$ cat config.mk
export PLATFORM = sky130hd
export DESIGN_NAME = eoc_top
export DESIGN_NICKNAME = d
export VERILOG_FILES = /design/src/common/eoc_pkg.sv /design/src/rtl/eoc_top.sv
export VERILOG_INCLUDE_DIRS = /design/src /design/src/common
export SDC_FILE = /design/constraint.sdc
export NUM_CORES = 2
export LEC_CHECK = 0
export ABC_CLOCK_PERIOD_IN_PS = 136800
export BUFFER_PORTS_ARGS = -buffer_cell sky130_fd_sc_hd__clkbuf_2
export CORE_ASPECT_RATIO = 0.6
export CORE_MARGIN = 4
export CORE_UTILIZATION = 50
export CTS_CLUSTER_DIAMETER = 200
export DETAILED_ROUTE_END_ITERATION = 7
export HOLD_SLACK_MARGIN = 0.05
export PLACE_DENSITY = 0.76
export SYNTH_ARGS = -nofsm -noshare
export SYNTH_HDL_FRONTEND = slang
export SYNTH_SLANG_ARGS = --single-unit
$ cat constraint.sdc
create_clock -name ref_clk -period 136.8 [get_ports ref_clk]
set_clock_uncertainty 0.2 [all_clocks]
set_input_delay 6.84 -clock ref_clk [delete_from_list [all_inputs] [get_ports ref_clk]]
set_output_delay 6.84 -clock ref_clk [all_outputs]
set_load 0.01 [all_outputs]
$ cat src/common/eoc_defines.svh
// Constants for the encoder-over-CAN block
`ifndef EOC_DEFINES_SVH
`define EOC_DEFINES_SVH
`define EOC_OFF_CTRL   8'h00
`define EOC_OFF_STAT   8'h04
`define EOC_OFF_ARATE  8'h08
`define EOC_OFF_ANODE  8'h0C
`define EOC_OFF_BRATE  8'h10
`define EOC_OFF_BNODE  8'h14
`define EOC_OFF_APTR   8'h18
`define EOC_OFF_BPTR   8'h1C
`define EOC_OFF_INADR  8'h20
`define EOC_OFF_DEN    8'h24
`define EOC_OFF_NUM    8'h28
`define EOC_OFF_COUNT  8'h2C
`define EOC_B_AIN      0
`define EOC_B_AOUT     1
`define EOC_B_AVIRT    2
`define EOC_B_BEN      3
`define EOC_B_BVIRT    4
`define EOC_F_BEXP     9:5
`define EOC_B_AINIT    10
`define EOC_B_BINIT    11
`define EOC_B_WDOG     0
`define EOC_F5         4:0
`define EOC_F8         7:0
`define EOC_F9         8:0
`define EOC_RATE_RST   5'h01
`define EOC_NODE_RST   5'h01
`define EOC_RATIO_RST  8'h01
`define EOC_EXCL_OPM   8'h8C
`define EOC_CLK_NS     5
`define EOC_A_PER_US   1024
`define EOC_B_PER_US   5000
`endif

$ cat src/common/eoc_pkg.sv
// Types for the encoder-over-CAN block
`default_nettype none
package eoc_pkg;
    typedef enum logic [3:0] {
        R_CTRL, R_STAT, R_ARATE, R_ANODE, R_BRATE, R_BNODE,
        R_APTR, R_BPTR, R_INADR, R_DEN, R_NUM, R_COUNT, R_NONE
    } eoc_reg_t;

    typedef struct packed {
        logic [4:0]  a_rate;
        logic [4:0]  a_node;
        logic [4:0]  b_rate;
        logic [4:0]  b_node;
        logic [7:0]  a_ptr;
        logic [8:0]  b_ptr;
        logic [7:0]  in_addr;
        logic [7:0]  den;
        logic [7:0]  num;
        logic        a_in_nv;
        logic        a_out_nv;
        logic        a_virt;
        logic        b_en;
        logic        b_virt;
        logic [4:0]  b_exp;
        logic        booted;
        logic        a_in_act;
        logic        a_out_act;
        logic        wdog;
        logic        a_init;
        logic        b_init;
        logic [19:0] a_tmr;
        logic [19:0] b_tmr;
        logic        a_tx_v;
        logic        b_tx_v;
        logic [31:0] a_tx_d;
        logic [31:0] b_tx_d;
        logic [31:0] cnt;
        logic [31:0] last;
        logic        have_ref;
        logic [31:0] rdat;
    } eoc_state_t;
endpackage
`default_nettype wire

$ cat src/rtl/eoc_top.sv
// Encoder-over-CAN position transmitter and receiver
//
// Our own choices: the address map and the strobed register port.
`timescale 1ns/1ps
`default_nettype none
`include "eoc_defines.svh"
module eoc_top #(
    parameter int PER_A_CYC = `EOC_A_PER_US * 1000 / `EOC_CLK_NS,
    parameter int PER_B_CYC = `EOC_B_PER_US * 1000 / `EOC_CLK_NS
) (
    input  wire logic        ref_clk,
    input  wire logic        reset,
    input  wire logic [7:0]  reg_addr,
    input  wire logic [31:0] reg_wdata,
    input  wire logic        reg_wr,
    input  wire logic        reg_rd,
    output logic      [31:0] reg_rdata,
    input  wire logic        saved_a_in_en,
    input  wire logic        saved_a_out_en,
    output logic             nv_a_in_en,
    output logic             nv_a_out_en,
    input  wire logic [7:0]  opmode,
    input  wire logic [31:0] motor_pos,
    input  wire logic [31:0] a_param_val,
    input  wire logic [31:0] b_param_val,
    output logic      [7:0]  a_src_ptr,
    output logic      [8:0]  b_src_ptr,
    output logic             a_tx_valid,
    output logic      [4:0]  a_tx_addr,
    output logic      [31:0] a_tx_data,
    output logic      [4:0]  a_tx_rate,
    output logic             a_line_init,
    output logic             b_tx_valid,
    output logic      [4:0]  b_tx_addr,
    output logic      [31:0] b_tx_data,
    output logic      [4:0]  b_tx_rate,
    output logic             b_line_init,
    input  wire logic        rx_valid,
    input  wire logic [7:0]  rx_addr,
    input  wire logic [31:0] rx_data
);
    localparam logic [19:0] A_RLD = 20'(PER_A_CYC - 1);
    localparam logic [19:0] B_RLD = 20'(PER_B_CYC - 1);

    eoc_pkg::eoc_state_t st_q;
    eoc_pkg::eoc_state_t st_d;
    eoc_pkg::eoc_reg_t   rsel;
    logic                excl;
    logic                a_run;
    logic                b_run;
    logic                loop;
    logic                rx_hit;
    logic [31:0]         word;
    logic [31:0]         inc;
    logic signed [40:0]  prod;
    logic signed [40:0]  quo;

    function automatic eoc_pkg::eoc_reg_t reg_dec(
        input logic [7:0] a
    );
        eoc_pkg::eoc_reg_t r;
        r = eoc_pkg::R_NONE;
        unique case (a)
            `EOC_OFF_CTRL:  r = eoc_pkg::R_CTRL;
            `EOC_OFF_STAT:  r = eoc_pkg::R_STAT;
            `EOC_OFF_ARATE: r = eoc_pkg::R_ARATE;
            `EOC_OFF_ANODE: r = eoc_pkg::R_ANODE;
            `EOC_OFF_BRATE: r = eoc_pkg::R_BRATE;
            `EOC_OFF_BNODE: r = eoc_pkg::R_BNODE;
            `EOC_OFF_APTR:  r = eoc_pkg::R_APTR;
            `EOC_OFF_BPTR:  r = eoc_pkg::R_BPTR;
            `EOC_OFF_INADR: r = eoc_pkg::R_INADR;
            `EOC_OFF_DEN:   r = eoc_pkg::R_DEN;
            `EOC_OFF_NUM:   r = eoc_pkg::R_NUM;
            `EOC_OFF_COUNT: r = eoc_pkg::R_COUNT;
            default:        r = eoc_pkg::R_NONE;
        endcase
        return r;
    endfunction

    always_comb
    begin
        st_d = st_q;
        rsel = reg_dec(reg_addr);
        excl = (opmode == `EOC_EXCL_OPM);
        a_run = st_q.a_out_act && !excl;
        b_run = st_q.b_en && !excl;
        st_d.a_tx_v = 1'b0;
        st_d.b_tx_v = 1'b0;
        st_d.a_init = 1'b0;
        st_d.b_init = 1'b0;
        st_d.rdat = '0;

        // Saved enables become live only once per reset
        if (!st_q.booted)
        begin
            st_d.booted = 1'b1;
            st_d.a_in_act = saved_a_in_en;
            st_d.a_out_act = saved_a_out_en;
        end

        if (!a_run)
        begin
            st_d.a_tmr = A_RLD;
        end
        else if (st_q.a_tmr == '0)
        begin
            st_d.a_tmr = A_RLD;
            st_d.a_tx_v = 1'b1;
            st_d.a_tx_d = st_q.a_virt ? a_param_val : motor_pos;
        end
        else
        begin
            st_d.a_tmr = st_q.a_tmr - 20'h00001;
        end

        if (!b_run)
        begin
            st_d.b_tmr = B_RLD;
        end
        else if (st_q.b_tmr == '0)
        begin
            st_d.b_tmr = B_RLD;
            st_d.b_tx_v = 1'b1;
            st_d.b_tx_d = st_q.b_virt ? (b_param_val << st_q.b_exp)
                                      : motor_pos;
        end
        else
        begin
            st_d.b_tmr = st_q.b_tmr - 20'h00001;
        end

        if (reg_wr)
        begin
            unique case (rsel)
                eoc_pkg::R_CTRL:
                begin
                    st_d.a_in_nv = reg_wdata[`EOC_B_AIN];
                    st_d.a_out_nv = reg_wdata[`EOC_B_AOUT];
                    st_d.a_virt = reg_wdata[`EOC_B_AVIRT];
                    st_d.b_en = reg_wdata[`EOC_B_BEN];
                    st_d.b_virt = reg_wdata[`EOC_B_BVIRT];
                    st_d.b_exp = reg_wdata[`EOC_F_BEXP];
                    st_d.a_init = reg_wdata[`EOC_B_AINIT];
                    st_d.b_init = reg_wdata[`EOC_B_BINIT];
                end
                eoc_pkg::R_STAT:
                begin
                    if (reg_wdata[`EOC_B_WDOG])
                    begin
                        st_d.wdog = 1'b0;
                    end
                end
                eoc_pkg::R_ARATE: st_d.a_rate = reg_wdata[`EOC_F5];
                eoc_pkg::R_ANODE: st_d.a_node = reg_wdata[`EOC_F5];
                eoc_pkg::R_BRATE: st_d.b_rate = reg_wdata[`EOC_F5];
                eoc_pkg::R_BNODE: st_d.b_node = reg_wdata[`EOC_F5];
                eoc_pkg::R_APTR:  st_d.a_ptr = reg_wdata[`EOC_F8];
                eoc_pkg::R_BPTR:  st_d.b_ptr = reg_wdata[`EOC_F9];
                eoc_pkg::R_INADR: st_d.in_addr = reg_wdata[`EOC_F8];
                eoc_pkg::R_DEN:   st_d.den = reg_wdata[`EOC_F8];
                eoc_pkg::R_NUM:   st_d.num = reg_wdata[`EOC_F8];
                default:
                begin
                end
            endcase
        end

        // Own frame counts as received when addresses agree
        loop = st_q.a_tx_v && ({3'h0, st_q.a_node} == st_q.in_addr);
        rx_hit = st_q.a_in_act && !excl
                 && (loop || (rx_valid && rx_addr == st_q.in_addr));
        word = loop ? st_q.a_tx_d : rx_data;
        inc = word - st_q.last;
        prod = $signed(inc) * $signed({1'b0, st_q.num});
        quo = (st_q.den == '0) ? '0 : prod / $signed({1'b0, st_q.den});
        // Arrival comes after the clear so a same-cycle event wins
        if (rx_hit)
        begin
            st_d.wdog = 1'b1;
            st_d.last = word;
            st_d.have_ref = 1'b1;
            if (st_q.have_ref)
            begin
                st_d.cnt = st_q.cnt + quo[31:0];
            end
        end

        if (reg_rd)
        begin
            unique case (rsel)
                eoc_pkg::R_CTRL:
                    st_d.rdat = {20'h00000, 2'b00, st_q.b_exp, st_q.b_virt,
                                 st_q.b_en, st_q.a_virt, st_q.a_out_nv,
                                 st_q.a_in_nv};
                eoc_pkg::R_STAT:
                    st_d.rdat = {28'h0000000, excl, st_q.a_out_act,
                                 st_q.a_in_act, st_q.wdog};
                eoc_pkg::R_ARATE: st_d.rdat = {27'h0000000, st_q.a_rate};
                eoc_pkg::R_ANODE: st_d.rdat = {27'h0000000, st_q.a_node};
                eoc_pkg::R_BRATE: st_d.rdat = {27'h0000000, st_q.b_rate};
                eoc_pkg::R_BNODE: st_d.rdat = {27'h0000000, st_q.b_node};
                eoc_pkg::R_APTR:  st_d.rdat = {24'h000000, st_q.a_ptr};
                eoc_pkg::R_BPTR:  st_d.rdat = {23'h000000, st_q.b_ptr};
                eoc_pkg::R_INADR: st_d.rdat = {24'h000000, st_q.in_addr};
                eoc_pkg::R_DEN:   st_d.rdat = {24'h000000, st_q.den};
                eoc_pkg::R_NUM:   st_d.rdat = {24'h000000, st_q.num};
                eoc_pkg::R_COUNT: st_d.rdat = st_q.cnt;
                default:          st_d.rdat = '0;
            endcase
        end
    end

    always_ff @(posedge ref_clk or posedge reset)
    begin
        if (reset)
        begin
            st_q <= '0;
            st_q.a_rate <= `EOC_RATE_RST;
            st_q.b_rate <= `EOC_RATE_RST;
            st_q.a_node <= `EOC_NODE_RST;
            st_q.b_node <= `EOC_NODE_RST;
            st_q.den <= `EOC_RATIO_RST;
            st_q.num <= `EOC_RATIO_RST;
        end
        else
        begin
            st_q <= st_d;
        end
    end

    assign reg_rdata = st_q.rdat;
    assign nv_a_in_en = st_q.a_in_nv;
    assign nv_a_out_en = st_q.a_out_nv;
    assign a_src_ptr = st_q.a_ptr;
    assign b_src_ptr = st_q.b_ptr;
    assign a_tx_valid = st_q.a_tx_v;
    assign a_tx_addr = st_q.a_node;
    assign a_tx_data = st_q.a_tx_d;
    assign a_tx_rate = st_q.a_rate;
    assign a_line_init = st_q.a_init;
    assign b_tx_valid = st_q.b_tx_v;
    assign b_tx_addr = st_q.b_node;
    assign b_tx_data = st_q.b_tx_d;
    assign b_tx_rate = st_q.b_rate;
    assign b_line_init = st_q.b_init;

    a_a_fire_time: assert property (
        @(posedge ref_clk) disable iff (reset)
        (a_run && st_q.a_tmr == '0) ##1 a_run |-> a_tx_valid
            ##1 (!a_tx_valid && st_q.a_tmr == A_RLD - 20'h00001)
    ) else $error("channel A send not on period");

    a_b_fire_time: assert property (
        @(posedge ref_clk) disable iff (reset)
        (b_run && st_q.b_tmr == '0) ##1 b_run |-> b_tx_valid
            ##1 (!b_tx_valid && st_q.b_tmr == B_RLD - 20'h00001)
    ) else $error("channel B send not on period");

    a_b_gated_off: assert property (
        @(posedge ref_clk) disable iff (reset)
        !st_q.b_en |=> !b_tx_valid
    ) else $error("channel B sent while disabled");

    a_excl_mode: assert property (
        @(posedge ref_clk) disable iff (reset)
        (opmode == `EOC_EXCL_OPM) |=> (!a_tx_valid && !b_tx_valid)
    ) else $error("send during excluded mode");

    a_a_src_motor: assert property (
        @(posedge ref_clk) disable iff (reset)
        (a_run && st_q.a_tmr == '0 && !st_q.a_virt)
            |=> a_tx_data == $past(motor_pos)
    ) else $error("channel A source not motor position");

    a_boot_latch: assert property (
        @(posedge ref_clk) disable iff (reset)
        st_q.booted |=> ($stable(st_q.a_in_act)
                         && $stable(st_q.a_out_act))
    ) else $error("enable changed after power-up");

    a_wdog_arrive: assert property (
        @(posedge ref_clk) disable iff (reset)
        rx_hit |=> st_q.wdog
    ) else $error("watchdog not set on arrival");

    a_addr_filter: assert property (
        @(posedge ref_clk) disable iff (reset)
        (!loop && (!rx_valid || rx_addr != st_q.in_addr))
            |=> $stable(st_q.cnt) && $stable(st_q.last)
    ) else $error("count moved without matching message");

    a_loop_back: assert property (
        @(posedge ref_clk) disable iff (reset)
        (a_tx_valid && st_q.a_in_act && !excl
         && {3'h0, a_tx_addr} == st_q.in_addr)
            |=> st_q.last == $past(a_tx_data)
    ) else $error("own frame not taken as input");

    a_line_pulse: assert property (
        @(posedge ref_clk) disable iff (reset)
        (reg_wr && reg_addr == `EOC_OFF_CTRL && reg_wdata[`EOC_B_AINIT])
            |=> a_line_init ##1 !a_line_init
    ) else $error("line init pulse missing");

    a_rd_next: assert property (
        @(posedge ref_clk) disable iff (reset)
        (reg_rd && reg_addr == `EOC_OFF_COUNT)
            |=> reg_rdata == $past(st_q.cnt)
    ) else $error("count read mismatch");
endmodule
`default_nettype wire

==> results.json <==
{
  "outcome": "finished clean",
  "drc": 0,
  "synthMuxAreaShare_pct": 7.53,
  "layout.cells.non_filler": 9583,
  "hold_class": "flip-flop to flip-flop",
  "synthToLayoutAreaGrowth_pct": 17.3,
  "hold_ws_ns": 0.260,
  "tightest_slew_ns": 1.33,
  "grt_pass1_wl_um": 317000,
  "synth_top_family_by_area": "simple AND/OR/NAND/NOR gates",
  "start_util_pct": 50.5,
  "min_to": "st_q[163]",
  "synth-seq-area-share_pct": 12.4,
  "setup.worst_path.end_class": "flip-flop",
  "ioPinCount": 330,
  "hold_start": "st_q[163]",
  "wl_per_cell_um": 21.3,
  "fp.dieH_um": 269,
  "die-area_sq_um": 119000,
  "path_max_fanout": 14,
  "hold_buffers": 0,
  "setup_viol": 0,
  "nNetsFinal": 8899,
  "ys_types": 150,
  "fmax_ghz": 0.00767,
  "synth_xor_area_share_pct": 7.26,
  "clockRootBuffer": "clkbuf_16",
  "cts_tree": "yes",
  "dp_cells": 9462,
  "antenna_left": 0,
  "cp.arrival_ns": 130.70,
  "synth_area_leaders": "dfrtp_1 (12%), ha_1 (10%), fa_1 (7.1%)",
  "fp-row-count": 95,
  "synth.cell_area_sq_um": 56600,
  "path_clk_slew_ns": 0.07,
  "synth_top_area_share_pct": 12.1,
  "cts.sinks": 280,
  "synthesis.nets": 8116,
  "gp_congestion": 1.01,
  "wl_um": 204000,
  "synth_cells": 7273,
  "grt_max_degree": 79,
  "yosys_warnings": 0,
  "slew_headroom_pct": 11.5,
  "synth_compound_area_share_pct": 23.5,
  "clk_latency_ns": 0.59,
  "synth-main-ff-cell": "dfrtp_1",
  "synth_top_cell_by_area": "dfrtp_1",
  "vias_per_cell": 6.34,
  "dpl.hpwl_um": 168000,
  "synth-edff-count": 0,
  "yosys.area_share.adder_pct": 17.2,
  "synthSimpleGateAreaFrac_pct": 25.4,
  "min_period_ns": 130.45,
  "drv_slew": 0,
  "final-hold-violation-count": 0,
  "avgSynthCellArea_sq_um": 7.79,
  "drive_gt1_share_pct": 23.7,
  "die-width_um": 443,
  "path_common_cell": "o21a_1",
  "ys_async_sr_fraction_pct": 100,
  "drtPass1Iterations": 8,
  "rr_endpoint": "st_q[96]",
  "worst_r2r_path_depth": 698,
  "cts_max_level": 1,
  "maxCapViolations": 0,
  "grt_util_all_layers_pct": 32.6,
  "antenna_found_initial": 5,
  "r2r_start": "st_q[241]",
  "cts_buffer_depth": 3,
  "worstPathRequired_ns": 137.05,
  "layout_common_cells": "buf_4 (846), nand2_1 (641), nor2_1 (558)",
  "grt_pass1_vias": 56500,
  "placed_area_sq_um": 63900,
  "io_buffers": 309,
  "r2r_slack_ns": 10.57,
  "core_sq_um": 112000,
  "setup.worst_path.start_class": "primary input",
  "final_common_cell": "buf_4",
  "ys_ff_latch": 280,
  "whs_path_depth": 1,
  "final_cell_area_sq_um": 66400,
  "post-route-period-util_pct": 95.4,
  "path_class": "primary input to flip-flop",
  "num_vias": 60700,
  "cts_made_buffers": 28,
  "cpPeakStageDelay_ns": 0.63,
  "slowest_stage": "or4_4",
  "grt_overflow": 0,
  "drtIter0Drc": 6670
}
## repair_timing
action / CTS / global route
buffers inserted: 1 / 63
cloned: 0 / 3
resized for setup: 21 / 259
pin swaps: 1 / 67
setup endpoints to repair: 12 / 32
## state kept, by name, summed over array words and instances, names as in the netlist, 8 cells and up
signal,cells
st_q,141
b_src_ptr,9
a_src_ptr,8
b_tx_data,32
a_tx_data,32
reg_rdata,32
## through the flow
| stage | setup slack (ns) | utilization [%] | TNS, ns |
|---|---|---|---|
| floorplan | 0.00983 | - | 0 |
| global placement | 0.892 | 56.9 | 0 |
| detailed placement | -1.80 | 56.9 | -9.28 |
| CTS | 0.0576 | 57.8 | 0 |
| global route | -1.22 | 59.2 | -5.24 |
| finish | 6.35 | 59.2 | 0 |
## worst max-delay path: cells and delay by family
kind | cells | cell delay [ns]
AOI/OAI and AO/OA | 362 | 62.27
xor gates and xnor gates | 4 | 0.65
adders and majority gates | 49 | 15.24
buffers and inverters | 74 | 9.50
muxes | 7 | 1.68
and+or+nand+nor | 199 | 34.28
## logic make-up (layout without fill, tap and decap cells)
kind of cell / count (synthesis) / after routing
AND/OR/NAND/NOR: 2749 / 2750
other: 1 / 3
adder cells (fa/ha/maj): 659 / 659
XOR/XNOR: 464 / 464
multiplexers: 371 / 371
flip-flops: 280 / 280
AO/OA/AOI/OAI: 1905 / 1907
buffers and inverters: 844 / 1646
## area by class of cell
cell class	instances	area (sq um)
Antenna cell	2	5.00
Fill cell	10200	45800
Tap cell	1503	1880
Clock buffer	36	781
Clock inverter	16	170
Timing Repair Buffer	1161	7970
Inverter	433	1630
Sequential cell	280	7020
Multi-Input combinational cell	6152	47000
## synthesized netlist by cell type (54+ instances only)
cell      number
nand2_1      652
nor2_1       587
ha_1         452
inv_1        427
a21oi_1      405
nor3_1       311
o21ai_0      307
xnor2_1      291
dfrtp_1      274
and2_1       231
mux2_2       224
o21a_1       223
fa_1         200
clkbuf_1     175
xor2_1       168
nand3_1      163
buf_4        147
mux2i_1      120
o31ai_1      101
a21o_1        92
nor4_1        86
nand4_1       85
a31oi_1       82
buf_2         73
or2_2         71
nand2b_1      70
and3_1        69
a211oi_1      67
nor2b_1       65
or3_1         64
o211ai_1      54
## per-layer routing
layer  wire length (um)  vias up  GRT usage, %
li1                   -    28100             -
met1              95000    29200          50.0
met2              78400     3122          44.4
met3              26400      276          9.70
met4               4230        6          6.17
met5                274        -          1.47
## how the worst max path moves through the flow
stage | cells after the start | slack (ns) | end | startpoint
after floorplan | 715 | 0.01 | st_q[96] | rx_data[1]
after global routing | 701 | -1.22 | st_q[96] | rx_data[0]
final | 695 | 6.35 | st_q[96] | rx_data[0]
after CTS | 676 | 0.06 | st_q[96] | rx_data[1]
after global placement | 672 | 0.89 | st_q[96] | rx_data[1]
after detailed placement | 672 | -1.80 | st_q[96] | rx_data[1]
Power is not shown: default switching activity piles up to over one toggle a cycle in this logic, so the estimate is an artifact.
